<file path="config.mk">
export PLATFORM = sky130hd
export DESIGN_NAME = sdlc_synth_ctrl
export DESIGN_NICKNAME = d
export VERILOG_FILES = /design/src/logic/sdlc_pkg.sv /design/src/logic/sdlc_synth_ctrl.sv
export VERILOG_INCLUDE_DIRS = /design/src /design/src/logic
export SDC_FILE = /design/constraint.sdc
export NUM_CORES = 1
export LEC_CHECK = 0
export BUFFER_PORTS_ARGS = -buffer_cell sky130_fd_sc_hd__buf_2
export CAP_MARGIN = 40
export CORE_ASPECT_RATIO = 0.9
export CORE_MARGIN = 2
export CORE_UTILIZATION = 53
export DETAILED_ROUTE_END_ITERATION = 16
export PLACE_DENSITY = 0.85
export SLEW_MARGIN = 30
export SYNTH_ARGS = -nofsm -noshare
export SYNTH_HDL_FRONTEND = slang
export SYNTH_SLANG_ARGS = --single-unit
</file>
<file path="constraint.sdc">
create_clock -name core_clk -period 6.66 [get_ports core_clk]
set_input_delay 1.332 -clock core_clk [delete_from_list [all_inputs] [get_ports core_clk]]
set_output_delay 1.332 -clock core_clk [all_outputs]
set_load 0.005 [all_outputs]
</file>
<file path="src/logic/sdlc_defines.svh">
// Offsets, field positions, reset values and timing constants of the synthesizer control
`ifndef SDLC_DEFINES_SVH
`define SDLC_DEFINES_SVH

// Word indices on the register bus
`define SDLC_IDX_NDIV 2'h0
`define SDLC_IDX_OSC 2'h1
`define SDLC_IDX_STATUS 2'h2

// Control bits of a serial word select the target register
`define SDLC_CTRL_MSB 1
`define SDLC_CTRL_LSB 0
`define SDLC_CTRL_NDIV 2'h0
`define SDLC_CTRL_OSC 2'h1

// Feedback divider register fields
`define SDLC_FRAC_MSB 15
`define SDLC_FRAC_LSB 2
`define SDLC_INT_MSB 23
`define SDLC_INT_LSB 16
`define SDLC_LOOP_EN_BIT 28
`define SDLC_OBS_MSB 31
`define SDLC_OBS_LSB 29

// Oscillator register fields
`define SDLC_RDIV_MSB 4
`define SDLC_RDIV_LSB 2
`define SDLC_CLKDIV_MSB 11
`define SDLC_CLKDIV_LSB 8
`define SDLC_OSC_EN_BIT 12
`define SDLC_HALVE_BIT 13
`define SDLC_BIAS_MSB 19
`define SDLC_BIAS_LSB 16
`define SDLC_ADJ_MSB 21
`define SDLC_ADJ_LSB 20

// Power-up values: observe regulator ready, loop off; oscillator on, divide-by-8, R = 1
`define SDLC_NDIV_RST 32'h0000_0000
`define SDLC_OSC_RST 32'h0000_1404

// Status word bits
`define SDLC_ST_READY_BIT 0
`define SDLC_ST_DLOCK_BIT 1
`define SDLC_ST_CE_BIT 2
`define SDLC_ST_OSC_BIT 3

// Timing
`define SDLC_CLK_MHZ 250
`define SDLC_REG_READY_US 50
`define SDLC_REG_READY_CYC (`SDLC_REG_READY_US * `SDLC_CLK_MHZ)
`define SDLC_LOCK_SET_NS 8'h0F
`define SDLC_LOCK_CLR_NS 8'h19
`define SDLC_LOCK_RUN 3'h5

`endif

</file>
<file path="src/logic/sdlc_pkg.sv">
// Types shared by the synthesizer control
package sdlc_pkg;
	typedef enum logic [2:0] {
		SDLC_OBS_REG_READY = 3'b000,
		SDLC_OBS_DLOCK = 3'b001,
		SDLC_OBS_ALOCK = 3'b010,
		SDLC_OBS_CMP_TICK = 3'b011,
		SDLC_OBS_DIV_REF = 3'b100,
		SDLC_OBS_FRAC_CARRY = 3'b101,
		SDLC_OBS_LOW = 3'b110,
		SDLC_OBS_HIGH = 3'b111
	} sdlc_obs_t;
endpackage

</file>
<file path="src/logic/sdlc_synth_ctrl.sv">
// Synthesizer divider, lock detect and configuration control
//
// Chosen here: the register offsets and the Avalon-MM interface to the registers.
`include "sdlc_defines.svh"

module sdlc_synth_ctrl
	import sdlc_pkg::*;
#(
	parameter int REG_READY_CYC = `SDLC_REG_READY_CYC
) (
	// Clock and reset
	input wire logic core_clk,
	input wire logic rst,
	// Chip enable pin
	input wire logic chip_enable,
	// Avalon-MM slave
	input wire logic [1:0] avs_address,
	input wire logic avs_read,
	input wire logic avs_write,
	input wire logic [31:0] avs_writedata,
	input wire logic [3:0] avs_byteenable,
	output logic [31:0] avs_readdata,
	output logic avs_waitrequest,
	// Serial configuration pins
	input wire logic ser_clk,
	input wire logic ser_data,
	input wire logic word_commit_strobe,
	// Phase comparator measurement, one per comparison cycle
	input wire logic phase_err_valid,
	input wire logic [7:0] phase_err_ns,
	// Clock and loop outputs
	output logic osc_enable,
	output logic divided_ref_output,
	output logic cmp_tick,
	output logic [8:0] fb_divide,
	output logic vco_enable,
	output logic [3:0] vco_bias,
	output logic [1:0] vco_adjust,
	output logic out_halve,
	// Status outputs
	output logic observe_select_pin,
	output logic reg_ready,
	output logic digital_lock,
	output logic alock_o,
	output logic alock_oe
);

	////////////////////////////////////////////////////////////////////////////////
	// Input synchronisers

	logic [1:0] ce_sync_reg;
	logic [1:0] sclk_sync_reg;
	logic [1:0] sdat_sync_reg;
	logic [1:0] sle_sync_reg;
	logic sclk_last_reg;
	logic sle_last_reg;
	logic ce_on;

	// Two flip-flops on the chip enable and serial pins before use
	always_ff @(posedge core_clk or posedge rst) begin
		if (rst) begin
			ce_sync_reg <= 2'h0;
			sclk_sync_reg <= 2'h0;
			sdat_sync_reg <= 2'h0;
			sle_sync_reg <= 2'h0;
			sclk_last_reg <= 1'b0;
			sle_last_reg <= 1'b0;
		end else begin
			ce_sync_reg <= {ce_sync_reg[0], chip_enable};
			sclk_sync_reg <= {sclk_sync_reg[0], ser_clk};
			sdat_sync_reg <= {sdat_sync_reg[0], ser_data};
			sle_sync_reg <= {sle_sync_reg[0], word_commit_strobe};
			sclk_last_reg <= sclk_sync_reg[1];
			sle_last_reg <= sle_sync_reg[1];
		end
	end

	assign ce_on = ce_sync_reg[1];

	////////////////////////////////////////////////////////////////////////////////
	// Regulator settling

	logic [$clog2(REG_READY_CYC+1)-1:0] ready_cnt_reg;
	logic ready_reg;

	// Counts settling time from chip enable; chip enable low drops the regulator
	always_ff @(posedge core_clk or posedge rst) begin
		if (rst) begin
			ready_cnt_reg <= '0;
			ready_reg <= 1'b0;
		end else if (!ce_on) begin
			ready_cnt_reg <= '0;
			ready_reg <= 1'b0;
		end else if (ready_cnt_reg == ($clog2(REG_READY_CYC+1))'(REG_READY_CYC)) begin
			ready_reg <= 1'b1;
		end else begin
			ready_cnt_reg <= ready_cnt_reg + 1'b1;
		end
	end

	////////////////////////////////////////////////////////////////////////////////
	// Serial word shifter

	logic [31:0] shift_reg;
	logic sclk_rise;
	logic sle_rise;

	assign sclk_rise = sclk_sync_reg[1] & ~sclk_last_reg;
	assign sle_rise = sle_sync_reg[1] & ~sle_last_reg;

	// Bits arrive MSB first, so each new bit enters at the bottom
	always_ff @(posedge core_clk or posedge rst) begin
		if (rst) begin
			shift_reg <= 32'h0000_0000;
		end else if (sclk_rise) begin
			shift_reg <= {shift_reg[30:0], sdat_sync_reg[1]};
		end
	end

	////////////////////////////////////////////////////////////////////////////////
	// Avalon slave handshake

	logic bus_req;
	logic bus_take;
	logic [31:0] ndiv_reg;
	logic [31:0] osc_reg;
	logic dlock_reg;

	assign bus_req = avs_read | avs_write;
	// Request completes at the edge where waitrequest is sampled low
	assign bus_take = bus_req & ~avs_waitrequest;

	// One wait cycle, then a single low cycle per request
	always_ff @(posedge core_clk or posedge rst) begin
		if (rst) begin
			avs_waitrequest <= 1'b1;
		end else begin
			avs_waitrequest <= ~(bus_req & avs_waitrequest);
		end
	end

	// Read data loaded during the wait cycle, stands at the completing edge
	always_ff @(posedge core_clk or posedge rst) begin
		if (rst) begin
			avs_readdata <= 32'h0000_0000;
		end else if (avs_read & avs_waitrequest) begin
			case (avs_address)
				`SDLC_IDX_NDIV: avs_readdata <= ndiv_reg;
				`SDLC_IDX_OSC: avs_readdata <= osc_reg;
				`SDLC_IDX_STATUS: begin
					avs_readdata <= 32'h0000_0000;
					avs_readdata[`SDLC_ST_READY_BIT] <= ready_reg;
					avs_readdata[`SDLC_ST_DLOCK_BIT] <= dlock_reg;
					avs_readdata[`SDLC_ST_CE_BIT] <= ce_on;
					avs_readdata[`SDLC_ST_OSC_BIT] <= osc_enable;
				end
				default: avs_readdata <= 32'h0000_0000;
			endcase
		end
	end

	////////////////////////////////////////////////////////////////////////////////
	// Configuration registers

	logic bus_wr_ndiv;
	logic bus_wr_osc;
	logic ser_wr_ndiv;
	logic ser_wr_osc;

	// Writes count only once the regulator has settled
	assign bus_wr_ndiv = bus_take & avs_write & ready_reg & (avs_address == `SDLC_IDX_NDIV);
	assign bus_wr_osc = bus_take & avs_write & ready_reg & (avs_address == `SDLC_IDX_OSC);
	assign ser_wr_ndiv = sle_rise & ready_reg &
		(shift_reg[`SDLC_CTRL_MSB:`SDLC_CTRL_LSB] == `SDLC_CTRL_NDIV);
	assign ser_wr_osc = sle_rise & ready_reg &
		(shift_reg[`SDLC_CTRL_MSB:`SDLC_CTRL_LSB] == `SDLC_CTRL_OSC);

	// Feedback divider register; cleared to power-up value while chip enable is low
	always_ff @(posedge core_clk or posedge rst) begin
		if (rst) begin
			ndiv_reg <= `SDLC_NDIV_RST;
		end else if (!ce_on) begin
			ndiv_reg <= `SDLC_NDIV_RST;
		end else if (ser_wr_ndiv) begin
			ndiv_reg <= shift_reg;
		end else if (bus_wr_ndiv) begin
			for (int i = 0; i < 4; i++) begin
				if (avs_byteenable[i]) begin
					ndiv_reg[i*8 +: 8] <= avs_writedata[i*8 +: 8];
				end
			end
		end
	end

	// Oscillator register; power-up value gives oscillator on, divide-by-8, R = 1
	always_ff @(posedge core_clk or posedge rst) begin
		if (rst) begin
			osc_reg <= `SDLC_OSC_RST;
		end else if (!ce_on) begin
			osc_reg <= `SDLC_OSC_RST;
		end else if (ser_wr_osc) begin
			osc_reg <= shift_reg;
		end else if (bus_wr_osc) begin
			for (int i = 0; i < 4; i++) begin
				if (avs_byteenable[i]) begin
					osc_reg[i*8 +: 8] <= avs_writedata[i*8 +: 8];
				end
			end
		end
	end

	////////////////////////////////////////////////////////////////////////////////
	// Static controls

	// Oscillator, loop and output stage settings
	always_ff @(posedge core_clk or posedge rst) begin
		if (rst) begin
			osc_enable <= 1'b0;
			vco_enable <= 1'b0;
			vco_bias <= 4'h0;
			vco_adjust <= 2'h0;
			out_halve <= 1'b0;
			reg_ready <= 1'b0;
		end else begin
			osc_enable <= ce_on & osc_reg[`SDLC_OSC_EN_BIT];
			vco_enable <= ce_on & ndiv_reg[`SDLC_LOOP_EN_BIT];
			vco_bias <= osc_reg[`SDLC_BIAS_MSB:`SDLC_BIAS_LSB];
			vco_adjust <= osc_reg[`SDLC_ADJ_MSB:`SDLC_ADJ_LSB];
			out_halve <= osc_reg[`SDLC_HALVE_BIT];
			reg_ready <= ready_reg;
		end
	end

	////////////////////////////////////////////////////////////////////////////////
	// Divided reference output

	logic [3:0] clkdiv;
	logic [3:0] half_cnt_reg;

	assign clkdiv = osc_reg[`SDLC_CLKDIV_MSB:`SDLC_CLKDIV_LSB];

	// Toggles every clkdiv cycles: ratio 2*clkdiv with equal halves; zero holds it low
	always_ff @(posedge core_clk or posedge rst) begin
		if (rst) begin
			half_cnt_reg <= 4'h0;
			divided_ref_output <= 1'b0;
		end else if (clkdiv == 4'h0 || !osc_enable) begin
			half_cnt_reg <= 4'h0;
			divided_ref_output <= 1'b0;
		end else if (half_cnt_reg >= clkdiv - 4'h1) begin
			half_cnt_reg <= 4'h0;
			divided_ref_output <= ~divided_ref_output;
		end else begin
			half_cnt_reg <= half_cnt_reg + 4'h1;
		end
	end

	////////////////////////////////////////////////////////////////////////////////
	// Reference divider for the phase comparator

	logic [2:0] rdiv;
	logic [2:0] rdiv_cnt_reg;

	// A zero field is taken as divide-by-one
	assign rdiv = (osc_reg[`SDLC_RDIV_MSB:`SDLC_RDIV_LSB] == 3'h0) ? 3'h1 :
		osc_reg[`SDLC_RDIV_MSB:`SDLC_RDIV_LSB];

	// One tick every rdiv reference cycles
	always_ff @(posedge core_clk or posedge rst) begin
		if (rst) begin
			rdiv_cnt_reg <= 3'h0;
			cmp_tick <= 1'b0;
		end else if (!osc_enable) begin
			rdiv_cnt_reg <= 3'h0;
			cmp_tick <= 1'b0;
		end else if (rdiv_cnt_reg >= rdiv - 3'h1) begin
			rdiv_cnt_reg <= 3'h0;
			cmp_tick <= 1'b1;
		end else begin
			rdiv_cnt_reg <= rdiv_cnt_reg + 3'h1;
			cmp_tick <= 1'b0;
		end
	end

	////////////////////////////////////////////////////////////////////////////////
	// Fractional feedback divider

	logic [14:0] frac_acc_reg;
	logic [15:0] frac_sum;
	logic frac_carry_reg;

	// First-order accumulator over 2^15; carry adds one to the integer this cycle
	assign frac_sum = {1'b0, frac_acc_reg} + {2'h0, ndiv_reg[`SDLC_FRAC_MSB:`SDLC_FRAC_LSB]};

	always_ff @(posedge core_clk or posedge rst) begin
		if (rst) begin
			frac_acc_reg <= 15'h0000;
			frac_carry_reg <= 1'b0;
			fb_divide <= 9'h000;
		end else if (!vco_enable) begin
			frac_acc_reg <= 15'h0000;
			frac_carry_reg <= 1'b0;
			fb_divide <= {1'b0, ndiv_reg[`SDLC_INT_MSB:`SDLC_INT_LSB]};
		end else if (cmp_tick) begin
			frac_acc_reg <= frac_sum[14:0];
			frac_carry_reg <= frac_sum[15];
			fb_divide <= {1'b0, ndiv_reg[`SDLC_INT_MSB:`SDLC_INT_LSB]} +
				{8'h00, frac_sum[15]};
		end
	end

	////////////////////////////////////////////////////////////////////////////////
	// Lock detect

	logic [2:0] good_run_reg;

	// Five straight small errors set lock; one large error clears it
	always_ff @(posedge core_clk or posedge rst) begin
		if (rst) begin
			good_run_reg <= 3'h0;
			dlock_reg <= 1'b0;
		end else if (!vco_enable) begin
			good_run_reg <= 3'h0;
			dlock_reg <= 1'b0;
		end else if (phase_err_valid) begin
			if (phase_err_ns < `SDLC_LOCK_SET_NS) begin
				if (good_run_reg >= `SDLC_LOCK_RUN - 3'h1) begin
					dlock_reg <= 1'b1;
				end else begin
					good_run_reg <= good_run_reg + 3'h1;
				end
			end else begin
				good_run_reg <= 3'h0;
			end
			if (phase_err_ns >= `SDLC_LOCK_CLR_NS) begin
				dlock_reg <= 1'b0;
			end
		end
	end

	// Open-drain analog lock: released while locked, pulled low on each nonzero error
	always_ff @(posedge core_clk or posedge rst) begin
		if (rst) begin
			digital_lock <= 1'b0;
			alock_o <= 1'b0;
			alock_oe <= 1'b1;
		end else begin
			digital_lock <= dlock_reg;
			alock_o <= 1'b0;
			alock_oe <= ~dlock_reg | (phase_err_valid & (phase_err_ns != 8'h00));
		end
	end

	////////////////////////////////////////////////////////////////////////////////
	// Observe multiplexer

	sdlc_obs_t obs_sel;

	assign obs_sel = sdlc_obs_t'(ndiv_reg[`SDLC_OBS_MSB:`SDLC_OBS_LSB]);

	// Routes the selected internal point to the observe pin
	always_ff @(posedge core_clk or posedge rst) begin
		if (rst) begin
			observe_select_pin <= 1'b0;
		end else begin
			case (obs_sel)
				SDLC_OBS_REG_READY: observe_select_pin <= ready_reg;
				SDLC_OBS_DLOCK: observe_select_pin <= dlock_reg;
				SDLC_OBS_ALOCK: observe_select_pin <= ~alock_oe;
				SDLC_OBS_CMP_TICK: observe_select_pin <= cmp_tick;
				SDLC_OBS_DIV_REF: observe_select_pin <= divided_ref_output;
				SDLC_OBS_FRAC_CARRY: observe_select_pin <= frac_carry_reg;
				SDLC_OBS_LOW: observe_select_pin <= 1'b0;
				SDLC_OBS_HIGH: observe_select_pin <= 1'b1;
				default: observe_select_pin <= 1'b0;
			endcase
		end
	end

endmodule

</file>
Yosys cells after proc, flatten, opt, wreduce, memory -nomap -nowiden

Cells that the tools add are included.

Input bits: 55
Bits in registers: 205

Reductions and logical operators: 19
Mux-type cells: 40
Bitwise operators: 24
$lt $le $gt $ge: 5
Add/subtract/negate cells: 8
Equality and inequality tests: 28

Operator list:

| kind                    | number |
|---|---|
| $mux W32                | 6 |
| $pmux W32 S3            | 1 |
| $mux W8                 | 4 |
| $mux W15                | 2 |
| $mux W14                | 2 |
| $ne A3 B2 Y1 const B    | 8 |
| $mux W3                 | 7 |
| $mux W9                 | 2 |
| $reduce_and A2 Y1       | 9 |
| $add A15 B14 Y16        | 1 |
| $and A1 B1 Y1           | 15 |
| $add A14 B1 Y14 const B | 1 |
| $eq A14 B14 Y1 const B  | 1 |
| $mux W1                 | 13 |
| $eq A3 B3 Y1 const B    | 4 |
| $ne A3 B1 Y1 const B    | 4 |
| $add A8 B1 Y9           | 1 |
| $ge A8 B5 Y1 const B    | 1 |
| $lt A8 B4 Y1 const B    | 1 |
| $mux W4                 | 2 |
| $pmux W1 S8             | 1 |
| $reduce_bool A8 Y1      | 1 |
| $not A1 Y1              | 7 |
| $add A3 B1 Y3 const B   | 2 |
| other kinds (21)        | 28 |

Longest topological paths before layout

Gate-level depths: netlist (run 1).

Word-level depth: 8
Depth in mapped cells: 13
Gate-level depth less buffers: 12

Worst setup path after synthesis (run 1)

No wires, ideal clock.

Kind: register to register
Start point: register ndiv_reg[9]
End point: register fb_divide[7]
Slack: 3,968 ps
Path buffers: 1
Arrival time: 2,609 ps
Cell stages (with the launch flop): 14
Cell sequence: dfrtp_1 ha_1 clkbuf_1 and4_2 nand3_1 a21oi_1 o2111ai_1 a21boi_0 ha_1 nand3_1 nor2_1 nand2_1 xor2_1 o21ai_0

Word-level cells in the longest chain between the ends: 4

RTL lines:

| item                   | line                   | source |
|---|---|---|
| start, declared        | sdlc_synth_ctrl.sv:125 | `logic [31:0] ndiv_reg;` |
| start signal, assigned | sdlc_synth_ctrl.sv:181 | `` ndiv_reg <= `SDLC_NDIV_RST; `` |
| start signal, assigned | sdlc_synth_ctrl.sv:183 | `` ndiv_reg <= `SDLC_NDIV_RST; `` |
| start signal, assigned | sdlc_synth_ctrl.sv:185 | `ndiv_reg <= shift_reg;` |
| $add A15 B14 Y16       | sdlc_synth_ctrl.sv:293 | `` assign frac_sum = {1'b0, frac_acc_reg} + {2'h0, ndiv_reg[`SDLC_FRAC_MSB:`SDLC_FRAC_LSB]}; `` |
| $add A8 B1 Y9          | sdlc_synth_ctrl.sv:307 | `` fb_divide <= {1'b0, ndiv_reg[`SDLC_INT_MSB:`SDLC_INT_LSB]} + `` |
| $mux W9                | sdlc_synth_ctrl.sv:304 | `end else if (cmp_tick) begin` |
| $mux W9                | sdlc_synth_ctrl.sv:300 | `end else if (!vco_enable) begin` |
| end signal, assigned   | sdlc_synth_ctrl.sv:303 | `` fb_divide <= {1'b0, ndiv_reg[`SDLC_INT_MSB:`SDLC_INT_LSB]}; `` |
| end signal, assigned   | sdlc_synth_ctrl.sv:307 |  |
| end, declared          | sdlc_synth_ctrl.sv:35  | `output logic [8:0] fb_divide,` |

Every way passes these cells. The select of a mux whose other input is x is not followed.
A chain may end at the register's enable or synchronous reset.

Final worst setup path (run 1)

Same ends and word-level chain as after synthesis.

==> reports/qor.csv, run 1 <==
stage;metric;value;unit
yosys;yosysSeqAreaShare;0.515;
worst_setup_path;path_class;register to register;
yosys;synth_area;9970;µm²
yosys;syn_area_per_cell;9.70;µm²
yosys;yosysWarnings;0;
die;ioPinCount;113;
yosys;synth-async-reset-ratio;1.00;
sta;final.period_utilization;0.470;
placed_design;finalWeightedCongestion;0.880;
yosys;synth_top_area_frac;0.502;
pwr;power.density_cell_area;253;nW/µm²
yosys;ys.flop_type;dfrtp_1;
hold_path;min-delay-start;sle_sync_reg[0]$_DFF_PP0_;
hold_path;whs_endpoint;sle_sync_reg[1]$_DFF_PP0_;
sta;fmax;0.320;GHz
layout;design_area;11500;µm²
sta;final_hold_viol_count;0;
routing;num_vias;8031;
die;die_y;134;µm
routing;avgViaCountPerCell;5.79;
routing;drc;0;
worst_setup_path;crit_required;7080;ps
hold_path;hold_class;register to register;
grt;grt_start_max_net_pins;172;
worst_setup_path;cp_max_fo;10;
pwr;p_leak;5.78;nW
cts;cts_buffers;22;
die;core_area;18400;µm²
placed_design;dpl.hpwl;16800;µm
grt;grt_pass1_wl;39500;µm
layout;syn2layout_area_growth;15.3;%
cts;post_cts_buffers;0;
routing;wl_per_cell;17.7;µm
cts;ctsHoldBuffers;0;
routing;drt_iter0_markers;761;
routing;drtAntennaViolNets;0;
yosys;synth_top_area_cell;dfrtp_1;
cts;clk_latency;520;ps
die;start_util;0.542;
yosys;ys_types;62;
worst_setup_path;critPathCaptureType;register;
run;cap_violations;0;
sta;setup_violations;0;
grt;grt.overflow.total;0;
layout;drive_above_1_share;0.163;
worst_setup_path;critPathArrivalTime;3540;ps
cts;cts-resized-gates;0;
die;row_count;47;
layout;final_nets;1212;
worst_setup_path;reg2reg_depth;12;
cts;clock_tree.root_cell;clkbuf_16;
cts;clock_path_buffers;3;
run_status;status;finished, final reports clean;
sta;drv_slew;0;
sta;setup_tns;0;ps
sta;rsz0062_at_grt;no;
grt;antenna_found_initial;1;
pwr;total_power;2.91;mW
sta;tightest_slew;847;ps
sta;skew;24.1;ps
cts;cts.htree.levels;1;
grt;grt_pass1_vias;7762;
cts;cts.sinks;205;
routing;drt_first_pass_iters;6;
pwr;vdd_ir_drop_max;0.194;mV
placed_design;dp_cells;1344;
cts;cts_tree;yes;
placed_design;dpl-instance-area;10800;µm²
die;dieArea;19900;µm²
yosys;synth_seq_cells;205;
placed_design;port_buffers;111;
yosys;synthCells;1028;
yosys;ys_top_cells_by_area;dfrtp_1 (50%), nand2_1 (9.4%), mux2i_1 (6.9%), ha_1 (3.9%), a21oi_1 (3.4%);
yosys;synth_edf_count;0;
grt;track_usage;0.247;
yosys;synth_nets;1115;
die;die_x;149;µm
layout;utilization;0.625;
worst_setup_path;r2r_start;ndiv_reg[9]$_DFFE_PP0P_;
layout;layout.cells.non_filler;1387;
cts;clk_pin_slew;60;ps
sta;fin_crit;3130;ps
worst_setup_path;r2r-end;fb_divide[7]$_DFFE_PP0P_;
worst_setup_path;r2r_slack;3530;ps
routing;route.final.wire_length;24600;µm
hold_path;holdPathStages;0;
sta;slew_headroom;0.435;
worst_setup_path;start_kind;register;
==> synth_stat cells (all sizes together), types with 3 or more instances <==
master	count
nand2	249
dfrtp	200
a21oi	70
mux2i	69
o21ai	58
nor2	54
clkbuf	41
ha	31
o31ai	27
a22o	25
nand3	24
inv	22
xnor2	15
buf	14
a21o	12
xor2	9
nand2b	7
o22ai	7
a311oi	6
nor2b	6
nor3	6
or3	6
a31oi	5
and2	5
and4	5
dfstp	5
mux2	5
a211oi	4
and3	4
nand4	4
a221o	3
o211ai	3
==> worst max-delay path, cell delays in order, from the launching register on <==
cell and delay (ps):
dfrtp_1 430, ha_1 460, and4_2 300, nand3_1 100, a21oi_1 260, o2111ai_1 160, a21boi_0 350, ha_1 260
nand3_1 80, nor2_1 210, nand2_1 100, xor2_1 150, o21ai_0 160
==> stage by stage <==
step | hold WS (ps) | setup slack [ps]
global placement | 332 | 2990
detailed placement | 335 | 3240
CTS | 348 | 3590
floorplan | 331 | 2670
finish | 346 | 3530
global route | 353 | 3310
==> report_power, final <==
| group | switching, mW | internal (mW) | total (mW) |
|---|---|---|---|
| sequential | 0.0772 | 1.33 | 1.41 |
| combinational | 0.194 | 0.130 | 0.324 |
| clock | 0.496 | 0.679 | 1.17 |
==> routing by layer <==
metal	wire [µm]	global-route usage
met1	10700	0.347
met3	1700	0.0446
met4	575	0.0688
met5	0	0
met2	11500	0.399
==> cell type report <==
type	count	area (µm²)
antenna	1	2.50
clock buffer	32	608
clock inverter	8	85.1
fill	1411	6910
inverter	22	86.3
multi-input combinational	746	4530
sequential	205	5140
tap	245	307
timing repair buffer	128	743
==> how the worst max path moves through the flow <==
stage / slack [ps] / startpoint / endpoint / cells after the start
6_report: 3530 / ndiv_reg[9]$_DFFE_PP0P_ / fb_divide[7]$_DFFE_PP0P_ / 12
5_1_grt: 3310 / ndiv_reg[9]$_DFFE_PP0P_ / fb_divide[7]$_DFFE_PP0P_ / 12
4_1_cts: 3590 / ndiv_reg[9]$_DFFE_PP0P_ / fb_divide[7]$_DFFE_PP0P_ / 12
3_5_place_dp: 3240 / avs_address[0] / ndiv_reg[20]$_DFFE_PP0P_ / 7
3_3_place_gp: 2990 / avs_address[0] / ndiv_reg[22]$_DFFE_PP0P_ / 6
2_1_floorplan: 2670 / rst / avs_readdata[0]$_DFFE_PP0P_ / 1
==> cell usage in the layout, fill, tap and decap left out, drive strengths merged, types with 3 or more instances in the layout <==
| cell | netlist | routed |
|---|---|---|
| a211oi | 4 | 4 |
| a21o | 12 | 12 |
| a21oi | 70 | 70 |
| a221o | 3 | 3 |
| a22o | 25 | 25 |
| a311oi | 6 | 6 |
| a31oi | 5 | 5 |
| and2 | 5 | 5 |
| and3 | 4 | 4 |
| and4 | 5 | 5 |
| buf | 14 | 128 |
| clkbuf | 41 | 32 |
| clkinv | 0 | 5 |
| dfrtp | 200 | 200 |
| dfstp | 5 | 5 |
| ha | 31 | 31 |
| inv | 22 | 22 |
| mux2 | 5 | 5 |
| mux2i | 69 | 69 |
| nand2 | 249 | 249 |
| nand2b | 7 | 7 |
| nand3 | 24 | 24 |
| nand4 | 4 | 4 |
| nor2 | 54 | 54 |
| nor2b | 6 | 6 |
| nor3 | 6 | 6 |
| o211ai | 3 | 3 |
| o21ai | 58 | 58 |
| o22ai | 7 | 7 |
| o31ai | 27 | 27 |
| or3 | 6 | 6 |
| xnor2 | 15 | 15 |
| xor2 | 9 | 9 |
==> cells by family after synthesis <==
| kind of cell | after synthesis | share of synthesized area |
|---|---|---|
| AND/OR/NAND/NOR | 381 | 0.165 |
| AO/OA/AOI/OAI | 234 | 0.151 |
| flip-flops | 205 | 0.515 |
| buffers and inverters | 77 | 0.0320 |
| multiplexers | 74 | 0.0749 |
| adder cells (fa/ha/maj) | 32 | 0.0409 |
| XOR/XNOR | 24 | 0.0211 |
| other | 1 | 0.000376 |
Power figures use the tool's default switching activity.
==> run 2, diff against run 1 <==
- clock period: 6.66 -> 2.6 ns (I/O delays scaled with it)
==> run 2 against run 1 <==
Core utilization is 3.0 points higher. Combinational power increased to 2.7 times the previous value. Clock-buffer cell count fell by 4. Sequential power rose to 2.6 times the previous value. Final cell count up 3.0%. Non-clock buffer count is 42 higher. Clock skew shrank 9.0 ps.
==> reports/qor.csv, run 2 (synthesized netlist as in run 1, its figures left out) <==
stage;metric;value;unit
routing;drt_iter0_markers;738;
grt;grt_start_max_net_pins;55;
sta;rsz0062_at_grt;yes;
routing;avgViaCountPerCell;5.82;
sta;setup_violations;0;
die;core_area;18400;µm²
run_status;status;finished, final reports clean;
layout;drive_above_1_share;0.213;
placed_design;dpl.hpwl;17900;µm
worst_setup_path;start_kind;register;
routing;num_vias;8312;
pwr;vdd_ir_drop_max;0.495;mV
layout;layout.cells.non_filler;1429;
routing;drtAntennaViolNets;0;
sta;fin_crit;2580;ps
placed_design;port_buffers;111;
die;ioPinCount;113;
grt;antenna_found_initial;3;
worst_setup_path;critPathArrivalTime;2960;ps
cts;cts_buffers;22;
pwr;p_leak;6.03;nW
cts;clock_tree.root_cell;clkbuf_16;
cts;clock_path_buffers;3;
grt;grt_pass1_wl;41200;µm
placed_design;finalWeightedCongestion;0.897;
worst_setup_path;cp_max_fo;5;
worst_setup_path;critPathCaptureType;register;
sta;tightest_slew;830;ps
sta;setup_tns;0;ps
layout;syn2layout_area_growth;20.9;%
placed_design;dp_cells;1381;
routing;route.final.wire_length;26400;µm
cts;cts_tree;yes;
sta;slew_headroom;0.446;
layout;layout_commonest_cell;nand2_1;
die;dieArea;19900;µm²
routing;wl_per_cell;18.5;µm
worst_setup_path;path_class;register to register;
grt;track_usage;0.261;
sta;drv_slew;0;
sta;final.period_utilization;0.994;
run;cap_violations;0;
die;start_util;0.542;
hold_path;hold_class;primary input to register;
cts;cts.htree.levels;1;
die;die_x;149;µm
die;die_y;134;µm
cts;cts.sinks;205;
layout;final_nets;1254;
sta;final_hold_viol_count;0;
routing;drt_first_pass_iters;5;
grt;grt_pass1_vias;7865;
cts;clk_pin_slew;60;ps
sta;fmax;0.387;GHz
sta;skew;15.1;ps
pwr;power.density_cell_area;657;nW/µm²
routing;drc;0;
grt;grt.overflow.total;0;
cts;clk_latency;520;ps
worst_setup_path;crit_required;2980;ps
layout;final_cell_mix;nand2_1 (248), dfrtp_1 (198), buf_2 (111);
die;row_count;47;
run 2: cell types whose count changed in the layout (fill, tap and decap cells not counted), moves of 3 or more:
| cell | previous run | this run |
|---|---|---|
| a21oi_1 | 65 | 62 |
| buf_4 | 10 | 53 |
| bufinv_16 | 1 | 5 |
| clkbuf_1 | 8 | 4 |
| ha_1 | 31 | 24 |
| ha_4 | 0 | 6 |
run 2: area by class of cell:
class	count	area, µm²
diodes	1	2.50
clock buffers	28	593
clock inverters	12	196
fillers	1361	6350
inverters	22	86.3
multi-input cells	746	4680
flip-flops and latches	205	5140
well taps	245	307
repair buffers	170	1060
run 2: path summary, 6_finish.rpt:
| kind | start | to | slack [ps] | cells after the start |
|---|---|---|---|---|
| setup reg to reg | ndiv_reg[2]$_DFFE_PP0P_ | frac_acc_reg[10]$_DFFE_PP0P_ | 20 | 7 |
| min in group asynchronous | rst | ndiv_reg[7]$_DFFE_PP0P_ | 220 | 3 |
| max in group asynchronous | rst | avs_readdata[5]$_DFFE_PP0P_ | 1990 | 3 |
| setup / recovery | ndiv_reg[2]$_DFFE_PP0P_ | frac_acc_reg[10]$_DFFE_PP0P_ | 20 | 7 |
| hold reg to reg | sclk_sync_reg[0]$_DFF_PP0_ | sclk_sync_reg[1]$_DFF_PP0_ | 350 | 0 |
| hold / removal | word_commit_strobe | sle_sync_reg[0]$_DFF_PP0_ | 110 | 1 |
run 2: repair_timing:
action	CTS	global route
pin swaps	2	18
gates cloned	0	0
hold buffers	0	0
setup endpoints to repair	8	8
buffers inserted	1	6
resized for setup	5	25
run 2: layer usage:
layer,global-route usage,share of wire,routed length [µm]
met1,0.359,0.42,11200
met5,0,0.00087,23
met2,0.419,0.47,12400
met4,0.0672,0.026,677
met3,0.0622,0.084,2220
run 2: through the flow:
| step | hold WS [ps] | total power [mW] | util | cell area, µm² | worst slack, ps |
|---|---|---|---|---|---|
| 2_1_floorplan | 331 | 4.13 | - | 9980 | -574 |
| 3_3_place_gp | 331 | 4.47 | 0.600 | 11000 | -79.9 |
| 3_5_place_dp | 335 | 4.51 | 0.600 | 11000 | -154 |
| 4_1_cts | 95.5 | 7.91 | 0.645 | 11900 | 2.38 |
| 5_1_grt | 92.8 | 8.20 | 0.655 | 12100 | -79.8 |
| 6_report | 108 | 7.92 | 0.655 | 12100 | 16.4 |
run 2: critical path, cell delays in order, from the launching register on:
cell     delay [ps]
dfrtp_1         410
ha_1            250
fa_1            410
a21o_1          220
a221o_1         410
a211o_2         340
xnor2_1         250
o21ai_0         150
run 2: report_power, final:
part           internal [mW]  total [mW]  switching, mW
clock network           2.12        3.42           1.30
logic                  0.365       0.874          0.509
registers               3.41        3.63          0.216
